## src/logic/sgcr_pkg.sv

```systemverilog
// Purpose: constants and types for the serializer general config registers
// Assumes: 8-bit register index, two link ports, 10 MHz ref_clk_i
// Notes: shared by the register bank and its assertions
//
// Notes on behaviour
// - config bit 7 enables back-channel crc checker; on at reset
// - bit 5 set: remote writes acknowledged at once, no remote wait
// - with auto-acknowledge on, remote nack never reaches local master
// - bit 4 set: reject sync/enable pulses under two pixel clocks
// - bit 3 set: alias-matched accesses forwarded to remote deserializer
// - bits 5 and 3 kept per port; port select picks the copy
// - bit 1 set: fall back to internal oscillator without pixel clock
// - mode select bit 7: failsafe level, 0 high, 1 low; low at reset
// - mode select bit 5 holds crc error counters cleared until written 0
// - general config resets to D2, mode select to 80
package sgcr_pkg;
    localparam int unsigned SGCR_ADDR_W = 8;
    localparam int unsigned SGCR_DATA_W = 8;
    localparam int unsigned SGCR_PORTS = 2;
    localparam logic [7:0] SGCR_GEN_CFG_ADDR = 8'h03;
    localparam logic [7:0] SGCR_MODE_SEL_ADDR = 8'h04;
    localparam logic [7:0] SGCR_GEN_CFG_RST = 8'hD2;
    localparam logic [7:0] SGCR_MODE_SEL_RST = 8'h80;
    // general configuration fields
    localparam int unsigned SGCR_CRC_EN_BIT = 7;
    localparam int unsigned SGCR_AUTO_ACK_BIT = 5;
    localparam int unsigned SGCR_FILTER_BIT = 4;
    localparam int unsigned SGCR_PASS_BIT = 3;
    localparam int unsigned SGCR_PCLK_AUTO_BIT = 1;
    // mode select fields
    localparam int unsigned SGCR_FAILSAFE_BIT = 7;
    localparam int unsigned SGCR_CRC_CLR_BIT = 5;
    // writable bits; the rest are reserved
    localparam logic [7:0] SGCR_GEN_CFG_WMASK = 8'hBA;
    localparam logic [7:0] SGCR_MODE_SEL_WMASK = 8'hA0;

    typedef struct packed {
        logic crc_check_en;
        logic filter_en;
        logic pclk_auto;
        logic failsafe_low;
        logic crc_cnt_clear;
        logic [1:0] auto_ack;
        logic [1:0] pass_through;
    } sgcr_cfg_t;

    typedef enum logic [0:0] {
        SGCR_ACK_IDLE = 1'b0,
        SGCR_ACK_WAIT = 1'b1
    } sgcr_ack_state_t;
endpackage : sgcr_pkg

```

## src/logic/sgcr_regs.sv

```systemverilog
// Purpose: general configuration and mode select registers of a serializer
// Assumes: register port driven by the serial bus slave on ref_clk_i
// Notes: also decides local ack/nack and forwarding for remote accesses
`timescale 1ns/1ps
module sgcr_regs (
    input wire logic ref_clk_i,
    input wire logic rst_i,
    input wire logic second_port_select_i,
    input wire logic reg_wr_i,
    input wire logic reg_rd_i,
    input wire logic [7:0] reg_addr_i,
    input wire logic [7:0] reg_wdata_i,
    input wire logic rmt_wr_i,
    input wire logic rmt_port_i,
    input wire logic rmt_resp_i,
    input wire logic rmt_nack_i,
    input wire logic acc_start_i,
    input wire logic acc_port_i,
    input wire logic alias_match_i,
    output sgcr_pkg::sgcr_cfg_t cfg_o,
    output logic [7:0] reg_rdata_o,
    output logic master_ack_o,
    output logic master_nack_o,
    output logic forward_o
);
    logic crc_check_en;
    logic filter_en;
    logic pclk_auto;
    logic failsafe_low;
    logic crc_cnt_clear;
    logic [1:0] auto_ack;
    logic [1:0] pass_through;
    logic gen_wr;
    logic mode_wr;
    logic wait_auto;
    sgcr_pkg::sgcr_ack_state_t ack_state;

    ////////////////////////////////////////////////////////////////////////
    // read-back composition, used only for the read port
    function automatic logic [7:0] sgcr_gen_view(input logic crc,
        input logic filt, input logic pclk, input logic aa, input logic pt);
        logic [7:0] v;
        v = sgcr_pkg::SGCR_GEN_CFG_RST & ~sgcr_pkg::SGCR_GEN_CFG_WMASK;
        v[sgcr_pkg::SGCR_CRC_EN_BIT] = crc;
        v[sgcr_pkg::SGCR_FILTER_BIT] = filt;
        v[sgcr_pkg::SGCR_PCLK_AUTO_BIT] = pclk;
        v[sgcr_pkg::SGCR_AUTO_ACK_BIT] = aa;
        v[sgcr_pkg::SGCR_PASS_BIT] = pt;
        return v;
    endfunction : sgcr_gen_view

    function automatic logic [7:0] sgcr_mode_view(input logic fs,
        input logic clr);
        logic [7:0] v;
        v = sgcr_pkg::SGCR_MODE_SEL_RST & ~sgcr_pkg::SGCR_MODE_SEL_WMASK;
        v[sgcr_pkg::SGCR_FAILSAFE_BIT] = fs;
        v[sgcr_pkg::SGCR_CRC_CLR_BIT] = clr;
        return v;
    endfunction : sgcr_mode_view

    // address decode
    assign gen_wr = reg_wr_i && (reg_addr_i == sgcr_pkg::SGCR_GEN_CFG_ADDR);
    assign mode_wr = reg_wr_i
        && (reg_addr_i == sgcr_pkg::SGCR_MODE_SEL_ADDR);

    ////////////////////////////////////////////////////////////////////////
    // shared general configuration bits
    always_ff @(posedge ref_clk_i or posedge rst_i) begin
        if (rst_i) begin
            crc_check_en <=
                sgcr_pkg::SGCR_GEN_CFG_RST[sgcr_pkg::SGCR_CRC_EN_BIT];
            filter_en <=
                sgcr_pkg::SGCR_GEN_CFG_RST[sgcr_pkg::SGCR_FILTER_BIT];
            pclk_auto <=
                sgcr_pkg::SGCR_GEN_CFG_RST[sgcr_pkg::SGCR_PCLK_AUTO_BIT];
        end else if (gen_wr) begin
            crc_check_en <= reg_wdata_i[sgcr_pkg::SGCR_CRC_EN_BIT];
            filter_en <= reg_wdata_i[sgcr_pkg::SGCR_FILTER_BIT];
            pclk_auto <= reg_wdata_i[sgcr_pkg::SGCR_PCLK_AUTO_BIT];
        end
    end

    // per-port copies of auto-acknowledge and pass-through
    for (genvar p = 0; p < sgcr_pkg::SGCR_PORTS; p++) begin : g_port
        always_ff @(posedge ref_clk_i or posedge rst_i) begin
            if (rst_i) begin
                auto_ack[p] <=
                    sgcr_pkg::SGCR_GEN_CFG_RST[sgcr_pkg::SGCR_AUTO_ACK_BIT];
                pass_through[p] <=
                    sgcr_pkg::SGCR_GEN_CFG_RST[sgcr_pkg::SGCR_PASS_BIT];
            end else if (gen_wr && (second_port_select_i == 1'(p))) begin
                auto_ack[p] <=
                    reg_wdata_i[sgcr_pkg::SGCR_AUTO_ACK_BIT];
                pass_through[p] <=
                    reg_wdata_i[sgcr_pkg::SGCR_PASS_BIT];
            end
        end
    end

    // mode select bits; counter clear is a plain level, not self-clearing
    always_ff @(posedge ref_clk_i or posedge rst_i) begin
        if (rst_i) begin
            failsafe_low <=
                sgcr_pkg::SGCR_MODE_SEL_RST[sgcr_pkg::SGCR_FAILSAFE_BIT];
            crc_cnt_clear <=
                sgcr_pkg::SGCR_MODE_SEL_RST[sgcr_pkg::SGCR_CRC_CLR_BIT];
        end else if (mode_wr) begin
            failsafe_low <= reg_wdata_i[sgcr_pkg::SGCR_FAILSAFE_BIT];
            crc_cnt_clear <= reg_wdata_i[sgcr_pkg::SGCR_CRC_CLR_BIT];
        end
    end

    // steering outputs toward the functional blocks
    assign cfg_o.crc_check_en = crc_check_en;
    assign cfg_o.filter_en = filter_en;
    assign cfg_o.pclk_auto = pclk_auto;
    assign cfg_o.failsafe_low = failsafe_low;
    assign cfg_o.crc_cnt_clear = crc_cnt_clear;
    assign cfg_o.auto_ack = auto_ack;
    assign cfg_o.pass_through = pass_through;

    ////////////////////////////////////////////////////////////////////////
    // registered read data; reserved bits show reset value, unmapped reads 0
    always_ff @(posedge ref_clk_i or posedge rst_i) begin
        if (rst_i) begin
            reg_rdata_o <= 8'h00;
        end else if (reg_rd_i) begin
            case (reg_addr_i)
                sgcr_pkg::SGCR_GEN_CFG_ADDR: begin
                    reg_rdata_o <= sgcr_gen_view(crc_check_en, filter_en,
                        pclk_auto, auto_ack[second_port_select_i],
                        pass_through[second_port_select_i]);
                end
                sgcr_pkg::SGCR_MODE_SEL_ADDR: begin
                    reg_rdata_o <= sgcr_mode_view(failsafe_low,
                        crc_cnt_clear);
                end
                default: begin
                    reg_rdata_o <= 8'h00;
                end
            endcase
        end
    end

    ////////////////////////////////////////////////////////////////////////
    // remote write acknowledge policy
    always_ff @(posedge ref_clk_i or posedge rst_i) begin
        if (rst_i) begin
            ack_state <= sgcr_pkg::SGCR_ACK_IDLE;
            wait_auto <= 1'b0;
            master_ack_o <= 1'b0;
            master_nack_o <= 1'b0;
        end else begin
            master_ack_o <= 1'b0;
            master_nack_o <= 1'b0;
            case (ack_state)
                sgcr_pkg::SGCR_ACK_IDLE: begin
                    if (rmt_wr_i) begin
                        ack_state <= sgcr_pkg::SGCR_ACK_WAIT;
                        wait_auto <= auto_ack[rmt_port_i];
                        master_ack_o <= auto_ack[rmt_port_i];
                    end
                end
                sgcr_pkg::SGCR_ACK_WAIT: begin
                    if (rmt_resp_i) begin
                        ack_state <= sgcr_pkg::SGCR_ACK_IDLE;
                        // remote answer is swallowed once acked early
                        master_ack_o <= !wait_auto && !rmt_nack_i;
                        master_nack_o <= !wait_auto && rmt_nack_i;
                    end
                end
                default: begin
                    ack_state <= sgcr_pkg::SGCR_ACK_IDLE;
                end
            endcase
        end
    end

    // pass-through forwarding of alias-matched accesses
    always_ff @(posedge ref_clk_i or posedge rst_i) begin
        if (rst_i) begin
            forward_o <= 1'b0;
        end else begin
            forward_o <= acc_start_i && alias_match_i
                && pass_through[acc_port_i];
        end
    end
endmodule : sgcr_regs
```

## config.mk

```make
export PLATFORM = sky130hd
export DESIGN_NAME = sgcr_regs
export DESIGN_NICKNAME = d
export VERILOG_FILES = /design/src/logic/sgcr_pkg.sv /design/src/logic/sgcr_regs.sv
export SDC_FILE = /design/constraint.sdc
export NUM_CORES = 1
export LEC_CHECK = 0
export ABC_AREA = 1
export BUFFER_PORTS_ARGS = -buffer_cell sky130_fd_sc_hd__buf_4
export CAP_MARGIN = 20
export CELL_PAD_IN_SITES_DETAIL_PLACEMENT = 1
export CELL_PAD_IN_SITES_GLOBAL_PLACEMENT = 2
export CORE_MARGIN = 5
export CORE_UTILIZATION = 25
export DETAILED_ROUTE_END_ITERATION = 8
export MAX_ROUTING_LAYER = met4
export PLACE_DENSITY_LB_ADDON = 0.05
export RECOVER_POWER = 50
export SLEW_MARGIN = 40
export SYNTH_ARGS = -nofsm -noshare
export SYNTH_HDL_FRONTEND = slang
export SYNTH_SLANG_ARGS = --single-unit
```

## constraint.sdc

```tcl
create_clock -name ref_clk_i -period 2.5 [get_ports ref_clk_i]
set_input_delay 0.25 -clock ref_clk_i [delete_from_list [all_inputs] [get_ports ref_clk_i]]
set_output_delay 0.25 -clock ref_clk_i [all_outputs]
set_load 0.02 [all_outputs]
```

==> run summary, run 1 <==
The run finished with clean final reports. Data on the critical path is required at its endpoint by 2650 ps. The initial utilization of the core area, before any placement, comes to 26.3%.

The initial antenna violation count came out at 0. Setup repair after global routing left no endpoint under its margin. IR analysis of the VDD net gives a maximum drop of 0.166 mV. Max-slew violation total from the final report: 0. In this design, the critical path's most frequently occurring cell is sky130_fd_sc_hd__nand2_1. The netlist uses 19 different library cells. The total global-route track usage is 10.5%, and the clock sink total is 20. The number of gates resized after CTS was 0. The setup TNS is 0 ps. The reg-to-reg endpoint is reg_rdata_o[7].

Of all nets on the critical path, the largest fanout is 15. The tightest slew margin relative to the limit is 37.3%. Remaining global-route overflow: 0. The run gives 0 as the number of diodes.

After detailed placement, the design holds a cell count of 201. The tool flagged a number of max-cap violations equal to 0. The critical register-to-register path startpoint was failsafe_low. The tools report the remaining antenna violation count as 0. The average via count per standard cell is 4.39.

Cells fill 36.0% of the core in the end. The top cell types in the final layout, fill and taps aside, are 42 x sky130_fd_sc_hd__nand2_1, 40 x sky130_fd_sc_hd__buf_4, 16 x sky130_fd_sc_hd__dfrtp_1. The run gives 0 as the number of warnings printed during yosys synthesis. TritonCTS built the clock tree. Kind of capture point of the worst setup path: a register. The leakage component of the power was 0.000733 uW; the transition time of the tightest slew-check pin was 936 ps. The average instance area after synthesis came out at 8.08 um2.

The worst path buffer plus inverter count was 1. Global routing used 17.7% of the available met2 tracks. The post-synthesis sequential element count was 20; the via count of the first global-routing pass was 940. The area growth from synthesis to layout is 37.0%. The vertical extent of the die is 72.5 um. Routability-driven placement finished with a final weighted congestion of 0.640. The total power density per cell area was 568 mW/mm2. The number of DRC violations after detailed routing came out at 0.

The type of element launching the critical path is a primary input. Entering global routing, the biggest net connects 21 pins. The layout cell share with drive strength beyond 1 was 31.8%. No sink is reached through more buffers than the 2 on the longest clock path. The worst setup path is of the in2reg kind.

The routed length per instance works out to 12.4 um. The worst-skew pair later-pin latency was 260 ps; the global-route track usage on met1 was 12.3%. Clock-pin slew was measured on the worst setup and hold paths at 80 ps.

48 I/O pins were placed. The quantity of I/O buffers inserted on ports is 42, and the global-route wire length before repair is 4240 um. Layer with the highest usage after global routing: met2. The count of TritonRoute iterations in the first routing pass is 4. The worst hold margin is 125 ps, and the count of nets after finishing is 186. Summed over all layers, the routed wires come to 2550 um.

For the post-synthesis sequential area ratio, the log shows 51.7%. The final standard cell count with taps included and fillers excluded came out at 205. The cell count after synthesis was 121.

Between clock sinks in the finished design, the worst skew comes to 4.30 ps. Summed over all nets, the half-perimeter wirelength after detailed placement is 2020 um. The die is 72.5 um wide.

The tools report the H-tree depth as 1. The area of the core region is 0.00372 mm2, and the number of DRC markers after the initial detailed-route iteration is 34. For this design, the slowest cell found on the critical path is sky130_fd_sc_hd__nor2_1.

Walking the worst path, the cells encountered are clkbuf_4, nor2_1, nand2_1, nor2_1, nand3_1, nand2_1, nand2_1. The buffer count from post-CTS setup fixing is 0. The worst path uses 61.0% of the clock period.

The CTS buffer count was 3. The largest single stage delay on the critical path is 720 ps. For the worst setup path, the data arrival time is 1670 ps. For the netlist area before placement, the log shows 977 um2.

The worst hold-check path type was in2async. The peak clock frequency supported by timing was 656 MHz; the number of buffers added to fix hold violations after cts was 0. The die covers 0.00526 mm2. For the number of failing setup endpoints in the final timing report, the log shows 0. The setup check on the worst reg-to-reg path leaves a slack of 1640 ps. Counting the fill cells in the layout gives 455. Detailed routing inserted a total of 900 vias. Final period demand of the worst path: 1530 ps.

The final hold violation count is 0. Most common cell after layout, fill and taps aside: sky130_fd_sc_hd__nand2_1. The floorplan row count came out at 22.

The cell at the root of the clock tree is sky130_fd_sc_hd__clkbuf_8. The cell family with the largest share of critical-path delay is simple AND/OR/NAND/NOR gates. The count of cells along the worst register-to-register path works out to 4. The routing usage on met3 is 2.63%.
==> where the power goes <==
| group | switching (uW) | internal (uW) |
|---|---|---|
| registers | 7.10 | 337 |
| clock network | 110 | 214 |
| logic | 50.5 | 42.1 |
==> how the worst max path moves through the flow <==
stage / start / end / slack [ps] / depth (start not counted)
4_1_cts: crc_check_en / cfg_o[8] / 1280 / 1
3_5_place_dp: reg_addr_i[5] / cfg_o[0] / 1170 / 7
3_3_place_gp: reg_addr_i[7] / cfg_o[2] / 1180 / 7
5_1_grt: reg_addr_i[5] / cfg_o[2] / 760 / 7
6_report: reg_addr_i[5] / cfg_o[2] / 970 / 7
2_1_floorplan: reg_addr_i[7] / crc_cnt_clear / 1540 / 6
==> Yosys cell counts, drive strengths merged <==
| master | count | share of area (%) |
|---|---|---|
| nand2 | 42 | 16 |
| dfrtp | 16 | 41 |
| nand3 | 14 | 7.2 |
| inv | 12 | 4.6 |
| buf | 9 | 7.0 |
| nor2 | 7 | 3.5 |
| o21ai | 7 | 3.6 |
| dfstp | 4 | 11 |
| nand4 | 4 | 2.6 |
| clkbuf | 2 | 1.3 |
| a21oi | 1 | 0.51 |
| conb | 1 | 0.38 |
| nand3b | 1 | 0.77 |
| o211ai | 1 | 0.77 |
==> flip-flops by register name, indices dropped and copies added, names as in the netlist <==
name           count
crc_cnt_clear      1
pclk_auto          1
filter_en          1
crc_check_en       1
cfg_o              4
master_nack_o      1
failsafe_low       1
forward_o          1
master_ack_o       1
wait_auto          1
ack_state          1
reg_rdata_o        6
==> logic make-up after synthesis <==
logic type	Yosys count	share of synthesized area (%)
AND/OR/NAND/NOR	68	30.1
other	1	0.384
flip-flops	20	51.7
buffers and inverters	23	12.9
AO/OA/AOI/OAI	9	4.86
==> routing by layer <==
layer	vias to the layer above	routed length, um
li1	444	-
met1	427	1050
met2	27	1310
met3	2	176
met4	0	13
met5	-	0
==> per-stage QoR <==
stage                     setup slack [ps]  instance area, um2  power [uW]
after floorplan                       1540                 981         400
after global placement                1180                1270         443
after detailed placement              1170                1270         446
after CTS                             1280                1350         774
after global routing                   763                1340         795
final                                  975                1340         761
==> layout make-up <==
cell class / count / area, um2 / area share (%)
multi-input combinational: 79 / 342 / 25.5
clock buffer: 3 / 41.3 / 3.08
sequential: 20 / 505 / 37.8
inverter: 12 / 45.0 / 3.36
clock inverter: 1 / 30.0 / 2.24
timing repair buffer: 42 / 315 / 23.6
tap: 48 / 60.1 / 4.49
(Power assumes the default switching activity.)
==> run 2: changes to the inputs <==
--- a/config.mk
+++ b/config.mk
@@ -11,7 +11,7 @@
 export CELL_PAD_IN_SITES_DETAIL_PLACEMENT = 1
 export CELL_PAD_IN_SITES_GLOBAL_PLACEMENT = 2
 export CORE_MARGIN = 5
-export CORE_UTILIZATION = 25
+export CORE_UTILIZATION = 24
 export DETAILED_ROUTE_END_ITERATION = 8
 export MAX_ROUTING_LAYER = met4
 export PLACE_DENSITY_LB_ADDON = 0.05
==> constraint.sdc (replaced) <==
create_clock -name ref_clk_i -period 1.6 [get_ports ref_clk_i]
set_input_delay 0.16 -clock ref_clk_i [delete_from_list [all_inputs] [get_ports ref_clk_i]]
set_output_delay 0.16 -clock ref_clk_i [all_outputs]
set_load 0.02 [all_outputs]
==> run 2 against run 1 <==
  * Utilization down 2.7 points
  * Sequential share of layout area is 0.43 points higher
  * Non-clock buffer count rose by 2
  * Critical path type is now reg2out
==> run summary, run 2 (synthesized netlist as in run 1, its figures left out) <==
TritonCTS built the clock tree. The layout cell share with drive strength beyond 1 works out to 27.7% (-4.2 points). The logs give 0 (unchanged) for the number of diodes and 0 (unchanged) for the remaining global-route overflow. The worst path required time was 1440 ps (-1210 ps).

The floorplan die area is 0.00545 mm2 (+3.6%), and the average via count per standard cell is 4.28 (-2.5%). Setup repair after global routing left no endpoint under its margin. The power spent charging and discharging nets is 262 uW (+56%), and the total power density per cell area is 810 mW/mm2 (+43%).

Cell family with the largest share of critical-path delay: flip-flops. The remaining antenna violation count was 0 (unchanged). For the area of the core region, the log shows 0.00397 mm2 (+6.9%).

Number of failing setup endpoints in the final timing report: 0 (unchanged). The leakage component of the power was 0.000705 uW (-3.7%); the width of the die was 73.8 um (+1.8%). The clock tree buffer depth was 2 (unchanged).

The run gives 0.229 mV (+38%) as the worst IR drop on VDD. The tools report the initial antenna violation count as 0 (unchanged). The effective utilization at floorplan came out at 24.6% (-1.7 points). The maximum cell stage delay along the critical path came out at 560 ps (-160 ps).

The total global-route track usage was 10.6% (+0.074 points). The CTS buffer count is 3 (unchanged). Routed length per instance: 13.0 um (+4.5%). The sequential power share is 50.0% (+4.8 points). The path class of the tightest hold or removal check is in2reg. The tools report the share of power burned in the clock network as 36.2% (-6.4 points).

The count of nets after finishing is 188 (+1.1%). The final HPWL from detailed placement is 2210 um (+9.6%), and the final worst clock skew is 2.01 ps (-2.29 ps). The count of TritonRoute iterations in the first routing pass was 4 (unchanged). The tree is rooted in a sky130_fd_sc_hd__clkbuf_8. The final critical-path share of the clock period is 70.4%, and the H-tree depth is 1 (unchanged). For the global-route wire length before repair, the log shows 4260 um (+0.66%). The I/O pin count is 48 (unchanged).

The worst path needs 1130 ps of the cycle, external delays included. For the number of max-cap violations, the log shows 0 (unchanged). The tools report the type of element launching the critical path as a register.

The library cell used most frequently in the layout, excluding fill and tap cells, is sky130_fd_sc_hd__nand2_1. Via count: 895 (-0.56%). The via count of the first global-routing pass came out at 916 (-2.6%). Largest register by flop count: reg_rdata_o.

The tools report the setup TNS as 0 ps (unchanged). The peak clock frequency supported by timing is 888 MHz, and the area growth from synthesis to layout is 35.5%. The tools report the core occupancy in the finished layout as 33.3% (-2.7 points). The max-slew violation total from the final report was 0 (unchanged). The run gives 43 (+26%) as the number of DRC markers after the initial detailed-route iteration. The final weighted congestion in routability-driven placement was 0.656 (+2.6%).

Traced cell by cell, the critical path runs through buf_4. The buffer count from post-CTS setup fixing was 0 (unchanged); the number of DRC violations after detailed routing was 0 (unchanged). The wire length on met2 was 1410 um (+8.0%); the worst path arrival time was 970 ps (-700 ps). The post-route met1 wirelength is 1090 um (+3.0%), and the worst-skew pair later-pin latency is 250 ps (about the same). The logs give 189 um (+7.4%) for the wire length on met3 and 0 (unchanged) for the final hold violation count. The worst path buffer plus inverter count was 1 (unchanged).

The number of inserted filler cells in the final layout was 492 (+8.1%). On the critical path, the stage with the largest delay is an instance of sky130_fd_sc_hd__dfstp_1. The quantity of I/O buffers inserted on ports came out at 42 (unchanged). The critical path is of the reg2out type. The logs give 2720 um (+6.6%) for the post-detailed-routing wire length and 810 uW (+37%) for the internal portion of total power. Routed signal wires occupy layers up through met4. The maximum number of pins on one net before global-route repair was 16 (-24%); the switching power share of the total was 24.4% (+2.3 points).

The maximum fanout along the worst path was 3 (-12). The floorplan row count was 23 (+4.5%). The flip-flop count of the largest register after layout came out at 6 (unchanged). The vertical extent of the die is 73.8 um (+1.8%). For the post-cts repair resize count, the log shows 0 (unchanged).

The clock-pin transition on the worst setup and hold timing paths came out at 80 ps (about the same). The flow ran to the end, and the final reports show no timing, DRC or antenna violations. Combinational share of power: 13.8% (+1.6 points). The clock sink total was 20 (unchanged). The kind of capture point of the worst setup path is an output pin. The library cells used most frequently in the layout, excluding fill and tap cells, are 42 x sky130_fd_sc_hd__nand2_1, 34 x sky130_fd_sc_hd__buf_4, 16 x sky130_fd_sc_hd__dfrtp_1.
## run 2: power by group through the flow
stage / Clock [uW] / Combinational, uW / Sequential, uW
floorplan: 0 / 71.8 / 553
global placement: 0 / 149 / 547
detailed placement: 0 / 153 / 547
CTS: 412 / 156 / 537
global route: 435 / 162 / 539
finish: 388 / 148 / 536
## run 2: what timing repair did
item                                    4_1_cts  5_1_grt
hold buffers                                  1        0
endpoints found under the setup margin        0        0
endpoints found under the hold margin         5        0
## run 2: cell type report
type	count	area, um2	share of cell area [%]
inverter	12	45.0	3.40
sequential	20	505	38.2
multi-input combinational	79	349	26.4
tap	50	62.6	4.73
clock buffer	4	55.1	4.16
timing repair buffer	44	307	23.2
## run 2: per-stage QoR
stage | cell area (um2) | power [uW] | worst slack, ps | hold WS [ps] | std cells
floorplan | 981 | 625 | 734 | 121 | 122
global placement | 1280 | 696 | 365 | 182 | 204
detailed placement | 1280 | 700 | 364 | 187 | 204
CTS | 1350 | 1110 | 480 | 74.4 | 209
global route | 1320 | 1140 | 430 | 73.6 | 209
finish | 1320 | 1070 | 473 | 81.1 | 209
## run 2: routing by layer
metal,track usage (%),vias up
met4,3.62,0
met3,2.46,4
met5,-,-
met1,12.0,417
met2,18.2,27
li1,-,447
## run 2: worst paths after layout
path,start,end,slack [ps],depth (start not counted)
worst max-delay path,failsafe_low,cfg_o[5],470,1
worst min-delay path,acc_port_i,forward_o,80,2
worst max register to register,cfg_o[2],master_ack_o,700,4
worst min register to register,pclk_auto,pclk_auto,480,2
max in group asynchronous,rst_i,cfg_o[3],650,4
min in group asynchronous,rst_i,reg_rdata_o[1],440,3
